[config.mk]
export PLATFORM = sky130hd
export DESIGN_NAME = spc_shutdown_ctrl
export DESIGN_NICKNAME = d
export VERILOG_FILES = /design/src/spc_pkg.sv /design/src/spc_sync.sv /design/src/spc_shutdown_ctrl.sv
export SDC_FILE = /design/constraint.sdc
export NUM_CORES = 1
export LEC_CHECK = 0
export BUFFER_PORTS_ARGS = -buffer_cell sky130_fd_sc_hd__buf_2
export CORE_ASPECT_RATIO = 2
export CORE_UTILIZATION = 45
export CTS_CLUSTER_DIAMETER = 200
export DETAILED_ROUTE_END_ITERATION = 7
export MAX_ROUTING_LAYER = met4
export SYNTH_ARGS = -nofsm -noshare
export SYNTH_HDL_FRONTEND = slang
export SYNTH_SLANG_ARGS = --single-unit
[constraint.sdc]
create_clock -name clk_sys -period 5.55 [get_ports clk_sys]
set_input_delay 0.555 -clock clk_sys [delete_from_list [all_inputs] [get_ports clk_sys]]
set_output_delay 0.555 -clock clk_sys [all_outputs]
set_load 0.005 [all_outputs]
[src/spc_pkg.sv]
package spc_pkg;
  // ---------------------------------------------------------------
  // Behaviour select encodings
  // ---------------------------------------------------------------
  localparam logic [1:0] SPC_SEL_HW_SEQ   = 2'h0;
  localparam logic [1:0] SPC_SEL_HW_IMM   = 2'h1;
  localparam logic [1:0] SPC_SEL_SW_KEEP  = 2'h2;
  localparam logic [1:0] SPC_SEL_RESET    = 2'h0;

  // ---------------------------------------------------------------
  // Timing
  // ---------------------------------------------------------------
  localparam int SPC_CLK_HZ          = 20000000;
  localparam int SPC_OFF_NORAMP_US10 = 2;     // 0.2 ms in units of 0.1 ms
  localparam int SPC_OFF_RAMP_US10   = 139;   // 13.9 ms in units of 0.1 ms
  localparam int SPC_READY_MAX_US    = 300;
  // Longest times round down
  localparam int SPC_OFF_NORAMP_CYC  = SPC_CLK_HZ / 10000 * SPC_OFF_NORAMP_US10;
  localparam int SPC_OFF_RAMP_CYC    = SPC_CLK_HZ / 10000 * SPC_OFF_RAMP_US10;
  localparam int SPC_READY_CYC       = SPC_CLK_HZ / 1000000 * SPC_READY_MAX_US;
  localparam int SPC_CNT_W           = 20;

  // ---------------------------------------------------------------
  // Carried signals
  // ---------------------------------------------------------------
  typedef struct packed {
    logic amp_enable;     // Class-D switching allowed
    logic analog_on;
    logic digital_on;
    logic ramp_down;      // Volume ramp request
    logic hw_shutdown;
    logic sw_shutdown;
    logic regs_to_default;
    logic i2c_enable;
  } spc_ctrl_t;
endpackage : spc_pkg

[src/spc_sync.sv]
`timescale 1ns/1ps
`default_nettype none
module spc_sync
(
  input  wire logic clk_sys,
  input  wire logic rst,
  input  wire logic din,
  output var  logic dout
);
  logic meta_q;
  logic sync_q;

  // Pin idles high; reset to that to avoid a false shutdown
  always_ff @(posedge clk_sys)
  begin
    if (rst)
    begin
      meta_q <= 1'b1;
      sync_q <= 1'b1;
    end
    else
    begin
      meta_q <= din;
      sync_q <= meta_q;
    end
  end

  assign dout = sync_q;
endmodule : spc_sync
`default_nettype wire

[src/spc_shutdown_ctrl.sv]
`timescale 1ns/1ps
`default_nettype none
// Notes on behaviour
// - Low pin powers down, behaviour per select
// - Modes 00/01 low: defaults, control port off
// - Mode 00: ramp, stop switching, power down, shutdown
// - Mode 01: immediate hardware shutdown, no sequence
// - Mode 10: sequence then software shutdown, keep registers
// - Mode 10: control port stays usable
// - Select resets to 00
// - Output off after 0.2 or 13.9 ms
// - Ready for commands within 300 us
module spc_shutdown_ctrl
  import spc_pkg::*;
(
  input  wire logic              clk_sys,
  input  wire logic              rst,
  input  wire logic              shutdown_pin_n,
  input  wire logic [1:0]        sel_wr_data,
  input  wire logic              sel_wr_en,
  input  wire logic              ramp_enable,
  input  wire logic              address_select_pin_1,
  input  wire logic              address_select_pin_2,
  output var  logic [1:0]        shutdown_behaviour_select,
  output var  spc_pkg::spc_ctrl_t ctrl,
  output var  logic [1:0]        address_sampled,
  output var  logic              ready
);
  import spc_pkg::*;

  // ---------------------------------------------------------------
  // States
  // ---------------------------------------------------------------
  typedef enum logic [5:0]
  {
    SPC_ACTIVE = 6'h01,
    SPC_RAMP   = 6'h02,
    SPC_PWRDN  = 6'h04,
    SPC_HWSD   = 6'h08,
    SPC_SWSD   = 6'h10,
    SPC_WAKE   = 6'h20
  } spc_state_t;

  spc_state_t             state_q;
  logic                   pin_s;
  logic [SPC_CNT_W-1:0]   cnt_q;
  logic [SPC_CNT_W-1:0]   off_cnt;
  logic                   ramp_latched_q;
  logic [1:0]             sel_q;

  // ---------------------------------------------------------------
  // Pin synchroniser
  // ---------------------------------------------------------------
  spc_sync u_sync
  (
    .clk_sys (clk_sys),
    .rst     (rst),
    .din     (shutdown_pin_n),
    .dout    (pin_s)
  );

  assign off_cnt = ramp_latched_q ? SPC_CNT_W'(SPC_OFF_RAMP_CYC)
                                  : SPC_CNT_W'(SPC_OFF_NORAMP_CYC);

  // ---------------------------------------------------------------
  // Behaviour select
  // ---------------------------------------------------------------
  // Software write ignored while the control port is off
  always_ff @(posedge clk_sys)
  begin
    if (rst)
      sel_q <= SPC_SEL_RESET;
    else if (state_q == SPC_HWSD)
      sel_q <= SPC_SEL_RESET;
    else if (sel_wr_en && ctrl.i2c_enable)
      sel_q <= sel_wr_data;
  end

  assign shutdown_behaviour_select = sel_q;

  // ---------------------------------------------------------------
  // Sequencer
  // ---------------------------------------------------------------
  always_ff @(posedge clk_sys)
  begin
    if (rst)
    begin
      state_q        <= SPC_ACTIVE;
      cnt_q          <= '0;
      ramp_latched_q <= 1'b0;
    end
    else
    begin
      case (state_q)
        SPC_ACTIVE:
        begin
          cnt_q <= '0;
          if (!pin_s)
          begin
            ramp_latched_q <= ramp_enable;
            if (sel_q == SPC_SEL_HW_IMM)
              state_q <= SPC_HWSD;
            else
              state_q <= SPC_RAMP;
          end
        end
        SPC_RAMP:
        begin
          cnt_q <= cnt_q + 1'b1;
          // Turn-off time bounds the whole sequence
          if (cnt_q >= off_cnt - SPC_CNT_W'(2))
          begin
            cnt_q   <= '0;
            state_q <= SPC_PWRDN;
          end
        end
        SPC_PWRDN:
        begin
          if (sel_q == SPC_SEL_SW_KEEP)
            state_q <= SPC_SWSD;
          else
            state_q <= SPC_HWSD;
        end
        SPC_HWSD, SPC_SWSD:
        begin
          cnt_q <= '0;
          if (pin_s)
            state_q <= SPC_WAKE;
        end
        SPC_WAKE:
        begin
          cnt_q <= cnt_q + 1'b1;
          // Early pin fall restarts via active state
          // Sync and output flops use four cycles of the budget
          if (cnt_q >= SPC_CNT_W'(SPC_READY_CYC - 5))
          begin
            cnt_q   <= '0;
            state_q <= SPC_ACTIVE;
          end
        end
        default:
          state_q <= SPC_ACTIVE;
      endcase
    end
  end

  // ---------------------------------------------------------------
  // Address pins caught on release
  // ---------------------------------------------------------------
  always_ff @(posedge clk_sys)
  begin
    if (rst)
      address_sampled <= 2'h0;
    else if ((state_q == SPC_HWSD || state_q == SPC_SWSD) && pin_s)
      address_sampled <= {address_select_pin_2, address_select_pin_1};
  end

  // ---------------------------------------------------------------
  // Outputs
  // ---------------------------------------------------------------
  always_ff @(posedge clk_sys)
  begin
    if (rst)
    begin
      ctrl  <= '{amp_enable:1'b1, analog_on:1'b1, digital_on:1'b1,
                 ramp_down:1'b0, hw_shutdown:1'b0, sw_shutdown:1'b0,
                 regs_to_default:1'b0, i2c_enable:1'b1};
      ready <= 1'b1;
    end
    else
    begin
      ctrl.ramp_down       <= (state_q == SPC_RAMP) && ramp_latched_q;
      ctrl.amp_enable      <= (state_q == SPC_ACTIVE) ||
                              ((state_q == SPC_RAMP) && ramp_latched_q);
      ctrl.analog_on       <= state_q inside {SPC_ACTIVE, SPC_RAMP};
      ctrl.digital_on      <= state_q inside {SPC_ACTIVE, SPC_RAMP};
      ctrl.hw_shutdown     <= (state_q == SPC_HWSD);
      ctrl.sw_shutdown     <= (state_q == SPC_SWSD);
      ctrl.regs_to_default <= (state_q == SPC_HWSD);
      // Port off from ramp through wake-up in hardware modes
      ctrl.i2c_enable      <= !((state_q inside {SPC_RAMP, SPC_PWRDN,
                                SPC_HWSD, SPC_WAKE}) &&
                                (sel_q != SPC_SEL_SW_KEEP));
      ready                <= (state_q == SPC_ACTIVE);
    end
  end

  // ---------------------------------------------------------------
  // Checks
  // ---------------------------------------------------------------
  // Length of the current timed state, kept apart from cnt_q
  logic [SPC_CNT_W-1:0]   chk_len_q;

  always_ff @(posedge clk_sys)
  begin
    if (rst)
      chk_len_q <= '0;
    else if (state_q == SPC_RAMP || state_q == SPC_WAKE)
      chk_len_q <= chk_len_q + 1'b1;
    else
      chk_len_q <= '0;
  end
endmodule : spc_shutdown_ctrl
`default_nettype wire

==> run_results.csv, run 1 <==
group,metric,value,unit
floorplan,io_pins,22,
yosys,yosysTopAreaCell,"dfxtp_1",
global_route,grt_max_degree,20,
status,outcome,"finished clean",
setup_path,r2r_cells,8,
setup_path,reg2reg_to,"cnt_q[17]",
global_route,gr-usage-all-layers,22.9,%
global_route,antenna_found_initial,0,
finish,insertedDiodeCount,0,
floorplan,start_util,47.0,%
detailed_routing,routed_wirelength,5.15,mm
yosys,yosys-top-cells-count,"dfxtp_1, nor2_1, xor2_1",
job,maxCapViolations,0,
clock_tree,holdBufCountCts,0,
sta,period_needed,2.48,ns
detailed_routing,wl_per_cell,16.1,µm
clock_tree,post_cts_resized,0,
clock_tree,clk_pin_slew,0.08,ns
detailed_routing,ant_nets,0,
sta,finalSetupViolations,0,
finish,filler_cell_count,457,
clock_tree,htreeDepth,2,
power,power,823,µW
yosys,synth-edff-count,0,
floorplan,core_region_area,0.00460,mm²
placement,dpl.cell_count,312,
yosys,yosysMostFrequentCell,"dfxtp_1",
detailed_routing,viasPerCell,5.82,
yosys,netlist.area_leader.share,37.0,%
setup_path,cp.arrival,2.65,ns
sta,fin_crit_sh,44.6,%
detailed_routing,dr.pass1.iters,4,
setup_path,end_kind,"flop",
min_path,hold-path-endpoint,"u_sync.dout",
min_path,hp-start,"u_sync.meta_q",
min_path,hold_path_depth,1,
yosys,syn_nets,270,
floorplan,die_h,100,µm
setup_path,cp.required,5.72,ns
sta,slew_violations,0,
floorplan,rows,35,
sta,relSlewSlack,63.5,%
global_route,grt_pass1_vias,1781,
floorplan,chipWidth,51.0,µm
power,ir_worst_vdd,0.186,mV
clock_tree,insertion_delay,0.29,ns
finish,layout-drive-gt1-share,15.1,%
power,comb_power_share,31.9,%
power,p_leak,0.000968,µW
power,p_int,515,µW
sta,worst_pin_slew,0.547,ns
yosys,netlist_top_cells_area,"dfxtp_1, xor2_1, nor2_1, ha_1, a21oi_1",
power,p_per_area,352,mW/mm²
clock_tree,cts_root_buffer,"clkbuf_8",
power,swShare,37.4,%
sta,tns,0,ns
setup_path,r2r_start,"ramp_latched_q",
sta,hold_viol,0,
yosys,synthArstFlopShare,0,%
setup_path,worstSetupPathType,"reg -> reg",
detailed_routing,drtIter0Drc,40,
yosys,ys_warn_count,0,
global_route,gr-total-overflow,0,
finish,nNetsFinal,282,
sta,final.setup_skew,0.00551,ns
power,power_frac_seq,43.6,%
yosys,yosys.cell_types.count,52,
clock_tree,post_cts_buffers,0,
clock_tree,cts_tree,"yes",
clock_tree,tritoncts.num_buffers,5,
min_path,hold_class,"reg -> reg",
placement,dp_hpwl,3.91,mm
power,p_switching,308,µW
floorplan,die_area,0.00510,mm²
setup_path,critPathLaunchType,"flop",
yosys,syn_inst,252,
yosys,synth_flop_cell,"dfxtp_1",
clock_tree,cts.sinks,40,
finish,layout.cells.non_filler,320,
detailed_routing,vias,1862,
sta,fmax,404,MHz
yosys,syn_area,0.00216,mm²
detailed_routing,drc,0,
global_route,grt_pass1_wl,8.40,mm
setup_path,cp_max_fo,18,
placement,io_buffers,21,
finish,area_delta_synth_final,8.28,%
yosys,syn_area_per_cell,8.58,µm²
clock_tree,clk_path_buf_depth,2,
sta,rsz0062_at_grt,"false",
yosys,seq_area_frac_synth,37.0,%
placement,gp_congestion,0.923,
power,clkPwrFrac,24.5,%
yosys,ys_ff_latch,40,
setup_path,r2r_setup_slack,3.07,ns
## kinds of logic (layout without fill, tap and decap cells)
family,count (synthesis),in the layout,share of synthesized area [%]
buffers and inverters,24,37,5.50
AOI/OAI and AO/OA,42,42,14.4
xor gates and xnor gates,22,22,8.91
adders and majority gates,9,9,5.21
DFF,40,40,37.0
and+or+nand+nor,110,110,26.7
muxes,5,5,2.31
## metrics by stage
stage	utilization (%)	instance area (µm²)	hold slack, ns	worst slack, ns
global route	50.9	2340	0.426	2.88
detailed placement	48.9	2250	0.403	3.05
floorplan	-	2160	0.389	3.49
global placement	48.9	2250	0.405	3.10
CTS	50.9	2340	0.421	3.04
finish	50.9	2340	0.419	3.07
## cell usage in the layout (no fill, tap or decap), types with 3 or more instances in the layout
cell	count
a21oi_1	12
and3_1	6
buf_2	21
clkbuf_8	6
dfxtp_1	40
ha_1	9
inv_1	8
mux2i_1	5
nand2_1	14
nand2b_1	3
nand3_1	10
nand4_1	9
nor2_1	36
nor3_1	10
nor4b_1	3
o211ai_1	3
o21ai_0	8
xor2_1	21
## area by class of cell
cell class / count / area [µm²] / share of cell area (%)
clock buffers: 7 / 86.3 / 3.69
clock inverters: 1 / 7.51 / 0.321
inverters: 8 / 30.0 / 1.28
multi-input cells: 188 / 1240 / 53.1
flip-flops and latches: 40 / 801 / 34.2
well taps: 55 / 68.8 / 2.94
repair buffers: 21 / 105 / 4.49
## worst max path at each step
stage,startpoint,endpoint,slack (ns),cells past startpoint
finish,ramp_latched_q,cnt_q[17],3.07,8
CTS,ramp_latched_q,cnt_q[17],3.04,8
floorplan,ramp_latched_q,cnt_q[10],3.49,9
global route,ramp_latched_q,cnt_q[5],2.88,8
global placement,ramp_latched_q,cnt_q[6],3.10,8
detailed placement,ramp_latched_q,cnt_q[17],3.05,8
## critical path, stage by stage (launching register included)
cell and delay (ns):
dfxtp_1 0.42, inv_1 0.15, ha_1 0.31, and4_1 0.25, o211ai_1 0.18, a2111oi_4 0.37
nor3_2 0.12, o21ai_4 0.44, nor2_1 0.10
## flip-flops by register name, summed over array words and instances, names as in the netlist
register / count
ready: 1
u_sync.dout: 1
cnt_q: 20
ctrl: 6
state_q: 6
u_sync.meta_q: 1
ramp_latched_q: 1
shutdown_behaviour_select: 2
address_sampled: 2
## metal layers
layer  routed length (µm)  GRT usage [%]  part of all wire (%)
met5                    0              -                     0
met2                 2950           42.1                    57
met3                  140           4.09                   2.7
met4                  247           14.5                   4.8
met1                 1820           20.4                    35
## power by group through the flow
stage | Clock (µW) | Sequential, µW | Combinational (µW)
6_report | 202 | 359 | 263
5_1_grt | 222 | 365 | 290
4_1_cts | 207 | 358 | 265
3_5_place_dp | 0 | 365 | 265
3_3_place_gp | 0 | 363 | 262
2_1_floorplan | 0 | 339 | 236
(Power assumes the default switching activity.)
==> run 2: changes to the inputs <==
PLACE_DENSITY = 0.66   (was unset)
clock period = 2.1 ns   (was 5.55 ns; I/O delays follow)
==> run 2 against run 1 <==
Effect of this change:
- non-clock buffer count grew 24
- sequential power grew 150%
- worst setup slack lost 3.0 ns
- critical path depth shrank 1
- sequential share of layout area shrank 3.2 points
- clock-buffer cell count shrank 1
- total power grew to 3.1 times the previous value
- register-to-register slack lost 3.0 ns
- die area is the same
- clock power grew to 3.1 times the previous value
- routed wire length grew 7.6%
- flip-flop and latch count is the same
- critical path type unchanged
==> run_results.csv, run 2 (synthesis results as in run 1) <==
group,metric,value,unit
setup_path,cp.arrival,2.24,ns
detailed_routing,drtIter0Drc,40,
floorplan,start_util,47.0,%
power,p_per_area,979,mW/mm²
setup_path,cp_max_fo,13,
finish,filler_cell_count,444,
clock_tree,cts.sinks,40,
finish,final_common_cell,"dfxtp_1",
floorplan,io_pins,22,
setup_path,critPathLaunchType,"flop",
finish,insertedDiodeCount,0,
global_route,antenna_found_initial,0,
global_route,gr-usage-all-layers,24.2,%
setup_path,end_kind,"flop",
finish,largest_register,"cnt_q",
clock_tree,clk_path_buf_depth,2,
setup_path,cp.required,2.29,ns
detailed_routing,ant_nets,0,
setup_path,worstSetupPathType,"reg -> reg",
floorplan,die_area,0.00510,mm²
clock_tree,cts_root_buffer,"clkbuf_8",
clock_tree,cts_tree,"yes",
detailed_routing,routed_wirelength,5.54,mm
power,ir_worst_vdd,0.824,mV
job,maxCapViolations,0,
detailed_routing,wl_per_cell,16.1,µm
finish,largest_registers,"cnt_q: 20 flops, ctrl: 6 flops, state_q: 6 flops",
floorplan,core_region_area,0.00460,mm²
sta,fmax,488,MHz
sta,hold_viol,0,
detailed_routing,viasPerCell,5.65,
finish,area_delta_synth_final,19.7,%
finish,final_cell_mix,"dfxtp_1, nor2_1, buf_4, xor2_1, buf_2",
sta,relSlewSlack,72.2,%
detailed_routing,drc,0,
finish,largest_register_ffs,20,
global_route,grt_pass1_vias,1944,
sta,slew_violations,0,
clock_tree,holdBufCountCts,0,
placement,gp_congestion,0.927,
floorplan,die_h,100,µm
setup_path,path_cells,"or4_1 > or2_1 > a2111oi_4 > nor3_4 > o21ai_4 > buf_12 > nor2_1",
sta,final.setup_skew,0.00493,ns
clock_tree,clk_pin_slew,0.08,ns
detailed_routing,m1WireLength,1.91,mm
placement,dpl.cell_count,334,
floorplan,rows,35,
placement,io_buffers,21,
sta,finalSetupViolations,0,
finish,nNetsFinal,306,
sta,worst_pin_slew,0.417,ns
setup_path,slowest_stage,"or4_1",
power,p_leak,0.00111,µW
sta,period_needed,2.05,ns
global_route,grt_max_degree,20,
detailed_routing,dr.pass1.iters,4,
sta,rsz0062_at_grt,"true",
clock_tree,tritoncts.num_buffers,5,
setup_path,crit_path_max_incr_delay,0.56,ns
global_route,gr-total-overflow,0,
detailed_routing,routed.top_layer,"met4",
status,outcome,"finished clean",
sta,fin_crit_sh,97.6,%
finish,layout.cells.non_filler,344,
clock_tree,htreeDepth,2,
clock_tree,insertion_delay,0.29,ns
floorplan,chipWidth,51.0,µm
finish,layout-drive-gt1-share,24.6,%
placement,dp_hpwl,4.27,mm
detailed_routing,vias,1945,
finish,fin_util,56.3,%
detailed_routing,wl_met2,3.13,mm
sta,fin_hold_ws,0.100,ns
detailed_routing,route.met3.wl,116,µm
global_route,grt_pass1_wl,8.91,mm
min_path,hold_class,"in -> reg",
[run 2: path summary, 6_finish.rpt]
check | startpoint | to | slack [ns] | depth (start not counted)
hold reg to reg | u_sync.meta_q | u_sync.dout | 0.42 | 1
hold / removal | shutdown_pin_n | u_sync.meta_q | 0.1 | 2
setup reg to reg | cnt_q[15] | cnt_q[10] | 0.05 | 7
setup / recovery | cnt_q[15] | cnt_q[10] | 0.05 | 7
[run 2: where the power goes]
part           internal, µW  leakage [µW]  switching (µW)
sequential              832      0.000325            62.8
combinational           445      0.000730             563
clock                   353     0.0000552             276
[run 2: cell type report]
type / count / area (µm²) / area share [%]
multi-input combinational: 188 / 1270 / 49.3
sequential: 40 / 802 / 31.0
timing repair buffer: 45 / 302 / 11.7
clock buffer: 6 / 72.6 / 2.80
tap: 55 / 68.8 / 2.66
clock inverter: 2 / 35.0 / 1.35
inverter: 8 / 32.5 / 1.26
[run 2: repair_timing]
action / CTS / global route
hold endpoints to repair: 0 / 0
setup endpoints to repair: 18 / 21
pin swaps: 0 / 5
gates resized for setup: 1 / 9
buffers inserted: 0 / 2
[run 2: metal layers]
metal / vias up / GRT usage [%]
met2: 52 / 45.9
met5: - / -
met4: 0 / 17.9
li1: 969 / -
met3: 30 / 2.12
met1: 894 / 20.5
[run 2: critical path, delay by kind of cell (launching register included)]
family,cells,cell delay (ns)
AND/OR/NAND/NOR,4,0.98
AO/OA/AOI/OAI,2,0.47
buffers and inverters,1,0.16
flip-flops,1,0.34
[run 2: metrics by stage]
step	total power, µW	setup slack, ns	cell area, µm²	setup TNS [ns]
final	2530	0.0496	2590	0
after CTS	2500	0.0305	2540	0
after global placement	1870	0.0375	2420	0
after detailed placement	1880	-0.0375	2420	-0.357
after global routing	2660	-0.0532	2590	-0.593
after floorplan	1520	0.0447	2160	0
==> run 3: changes to the inputs <==
CORE_UTILIZATION = 40   (was 45)
PLACE_DENSITY = unset   (was 0.66)
==> run 3 against run 2 <==
Effect of this change:
- clock skew increased by 0.0020 ns
- critical path depth unchanged
- clock-buffer cell count stayed put
- sequential power about the same
- die area rose by 12%
- clock power hardly changed
- sequential share of layout area fell by 0.61 points
- highest routed layer unchanged
- worst setup slack worse by 0.049 ns
- critical endpoint is now cnt_q[9]
- first-iteration DRC count up 18%
==> run_results.csv, run 3 (synthesis results as in run 1) <==
group,metric,value,unit
sta,fmax,476,MHz
clock_tree,cts_root_buffer,"clkbuf_8",
finish,largest_registers,"cnt_q: 20 flops, ctrl: 6 flops, state_q: 6 flops",
power,clkPwrFrac,24.0,%
finish,final_common_cell,"dfxtp_1",
sta,fin_crit_sh,100,%
clock_tree,clk_pin_slew,0.08,ns
clock_tree,cts.sinks,40,
floorplan,rows,37,
global_route,antenna_found_initial,0,
finish,layout-drive-gt1-share,27.8,%
finish,fin_util,51.1,%
global_route,grt_pass1_wl,9.17,mm
clock_tree,insertion_delay,0.29,ns
sta,worst_pin_slew,0.459,ns
sta,slew_violations,0,
sta,hold_viol,0,
floorplan,start_util,41.7,%
floorplan,core_region_area,0.00518,mm²
power,p_per_area,987,mW/mm²
setup_path,cp.arrival,2.28,ns
placement,gp_congestion,0.805,
global_route,grt_pass1_vias,2001,
min_path,hold_path_depth,2,
finish,insertedDiodeCount,0,
detailed_routing,wl_per_cell,16.6,µm
setup_path,cp_max_fo,5,
global_route,gr-total-overflow,0,
setup_path,worstSetupPathType,"reg -> reg",
power,comb_power_share,41.7,%
sta,period_needed,2.10,ns
placement,io_buffers,21,
power,p_int,1660,µW
clock_tree,clk_path_buf_depth,2,
detailed_routing,dr.pass1.iters,4,
job,maxCapViolations,0,
clock_tree,tritoncts.num_buffers,5,
clock_tree,htreeDepth,2,
finish,largest_register,"cnt_q",
sta,setup_slack,0.000999,ns
status,outcome,"finished clean",
floorplan,die_area,0.00572,mm²
detailed_routing,routed_wirelength,5.76,mm
detailed_routing,drtIter0Drc,47,
detailed_routing,ant_nets,0,
min_path,hold_class,"in -> reg",
floorplan,die_h,106,µm
detailed_routing,drc,0,
global_route,grt_max_degree,20,
sta,final.setup_skew,0.00691,ns
finish,area_delta_synth_final,22.5,%
sta,relSlewSlack,69.2,%
finish,nNetsFinal,305,
floorplan,io_pins,22,
floorplan,chipWidth,54.0,µm
placement,pre_cts_ws,-0.0130,ns
power,p_switching,948,µW
setup_path,critPathLaunchType,"flop",
power,ir_worst_vdd,0.758,mV
power,p_leak,0.00111,µW
sta,rsz0062_at_grt,"true",
finish,final_cell_mix,"dfxtp_1, nor2_1, xor2_1, buf_2, buf_4",
finish,largest_register_ffs,20,
detailed_routing,vias,1993,
setup_path,cp.required,2.29,ns
power,swShare,36.3,%
setup_path,r2r_cells,7,
clock_tree,cts_tree,"yes",
placement,dp_hpwl,4.28,mm
global_route,gr-usage-all-layers,22.5,%
clock_tree,holdBufCountCts,0,
setup_path,end_kind,"flop",
sta,finalSetupViolations,0,
power,power_frac_seq,34.2,%
detailed_routing,viasPerCell,5.76,
## run 3: cell types whose count changed in the layout (fill, tap and decap cells not counted), sizes merged
| cell | before | now |
|---|---|---|
| clkbuf | 6 | 7 |
| buf | 45 | 43 |
## run 3: cell type report
| type | instances | area, µm² |
|---|---|---|
| fill | 526 | 2540 |
| sequential | 40 | 805 |
| tap | 58 | 72.6 |
| multi-input combinational | 188 | 1320 |
| inverter | 8 | 32.5 |
| clock buffer | 6 | 72.6 |
| clock inverter | 2 | 35.0 |
| timing repair buffer | 44 | 315 |
## run 3: timing repair
item / in CTS / in global routing
endpoints found under the hold margin: 0 / 0
resized for setup: 1 / 22
buffers inserted: 0 / 2
pin swaps: 0 / 5
cloned: 0 / 2
setup endpoints to repair: 18 / 22
## run 3: routing by layer
layer  vias up  part of all wire, %  track usage (%)
li1        964                    -                -
met1       931                   33             19.6
met2        59                   57             40.3
met3        39                  2.5             3.72
met4         0                  7.8             15.8
met5         -                    0                -
## run 3: power by group through the flow
| stage | Clock, µW | Sequential [µW] | Combinational (µW) |
|---|---|---|---|
| after floorplan | 0 | 896 | 623 |
| after global placement | 0 | 909 | 919 |
| after detailed placement | 0 | 911 | 927 |
| after CTS | 649 | 893 | 928 |
| after global routing | 680 | 903 | 1180 |
| final | 628 | 894 | 1090 |
## run 3: worst paths after layout
check,startpoint,end,slack [ns]
worst max register to register,cnt_q[16],cnt_q[9],0.001
worst min register to register,u_sync.meta_q,u_sync.dout,0.42
worst min-delay path,shutdown_pin_n,u_sync.meta_q,0.09
worst max-delay path,cnt_q[16],cnt_q[9],0.001
## run 3: per-stage QoR
stage	area [µm²]	cells	setup TNS (ns)	hold WS [ns]	total power, µW
floorplan	2160	252	0	0.314	1520
global placement	2410	334	0	0.399	1830
detailed placement	2410	334	-0.0615	0.396	1840
CTS	2520	342	0	0.0850	2470
global route	2650	346	-1.32	0.0863	2760
finish	2650	346	0	0.0940	2610
## run 3: critical path, stage by stage, from the launching register on
cell and delay (ns):
dfxtp_1 0.35, or4_4 0.53, or2_4 0.26, a2111oi_4 0.27, nor3_4 0.08, o21ai_4 0.25
clkbuf_16 0.20, nor2_1 0.04
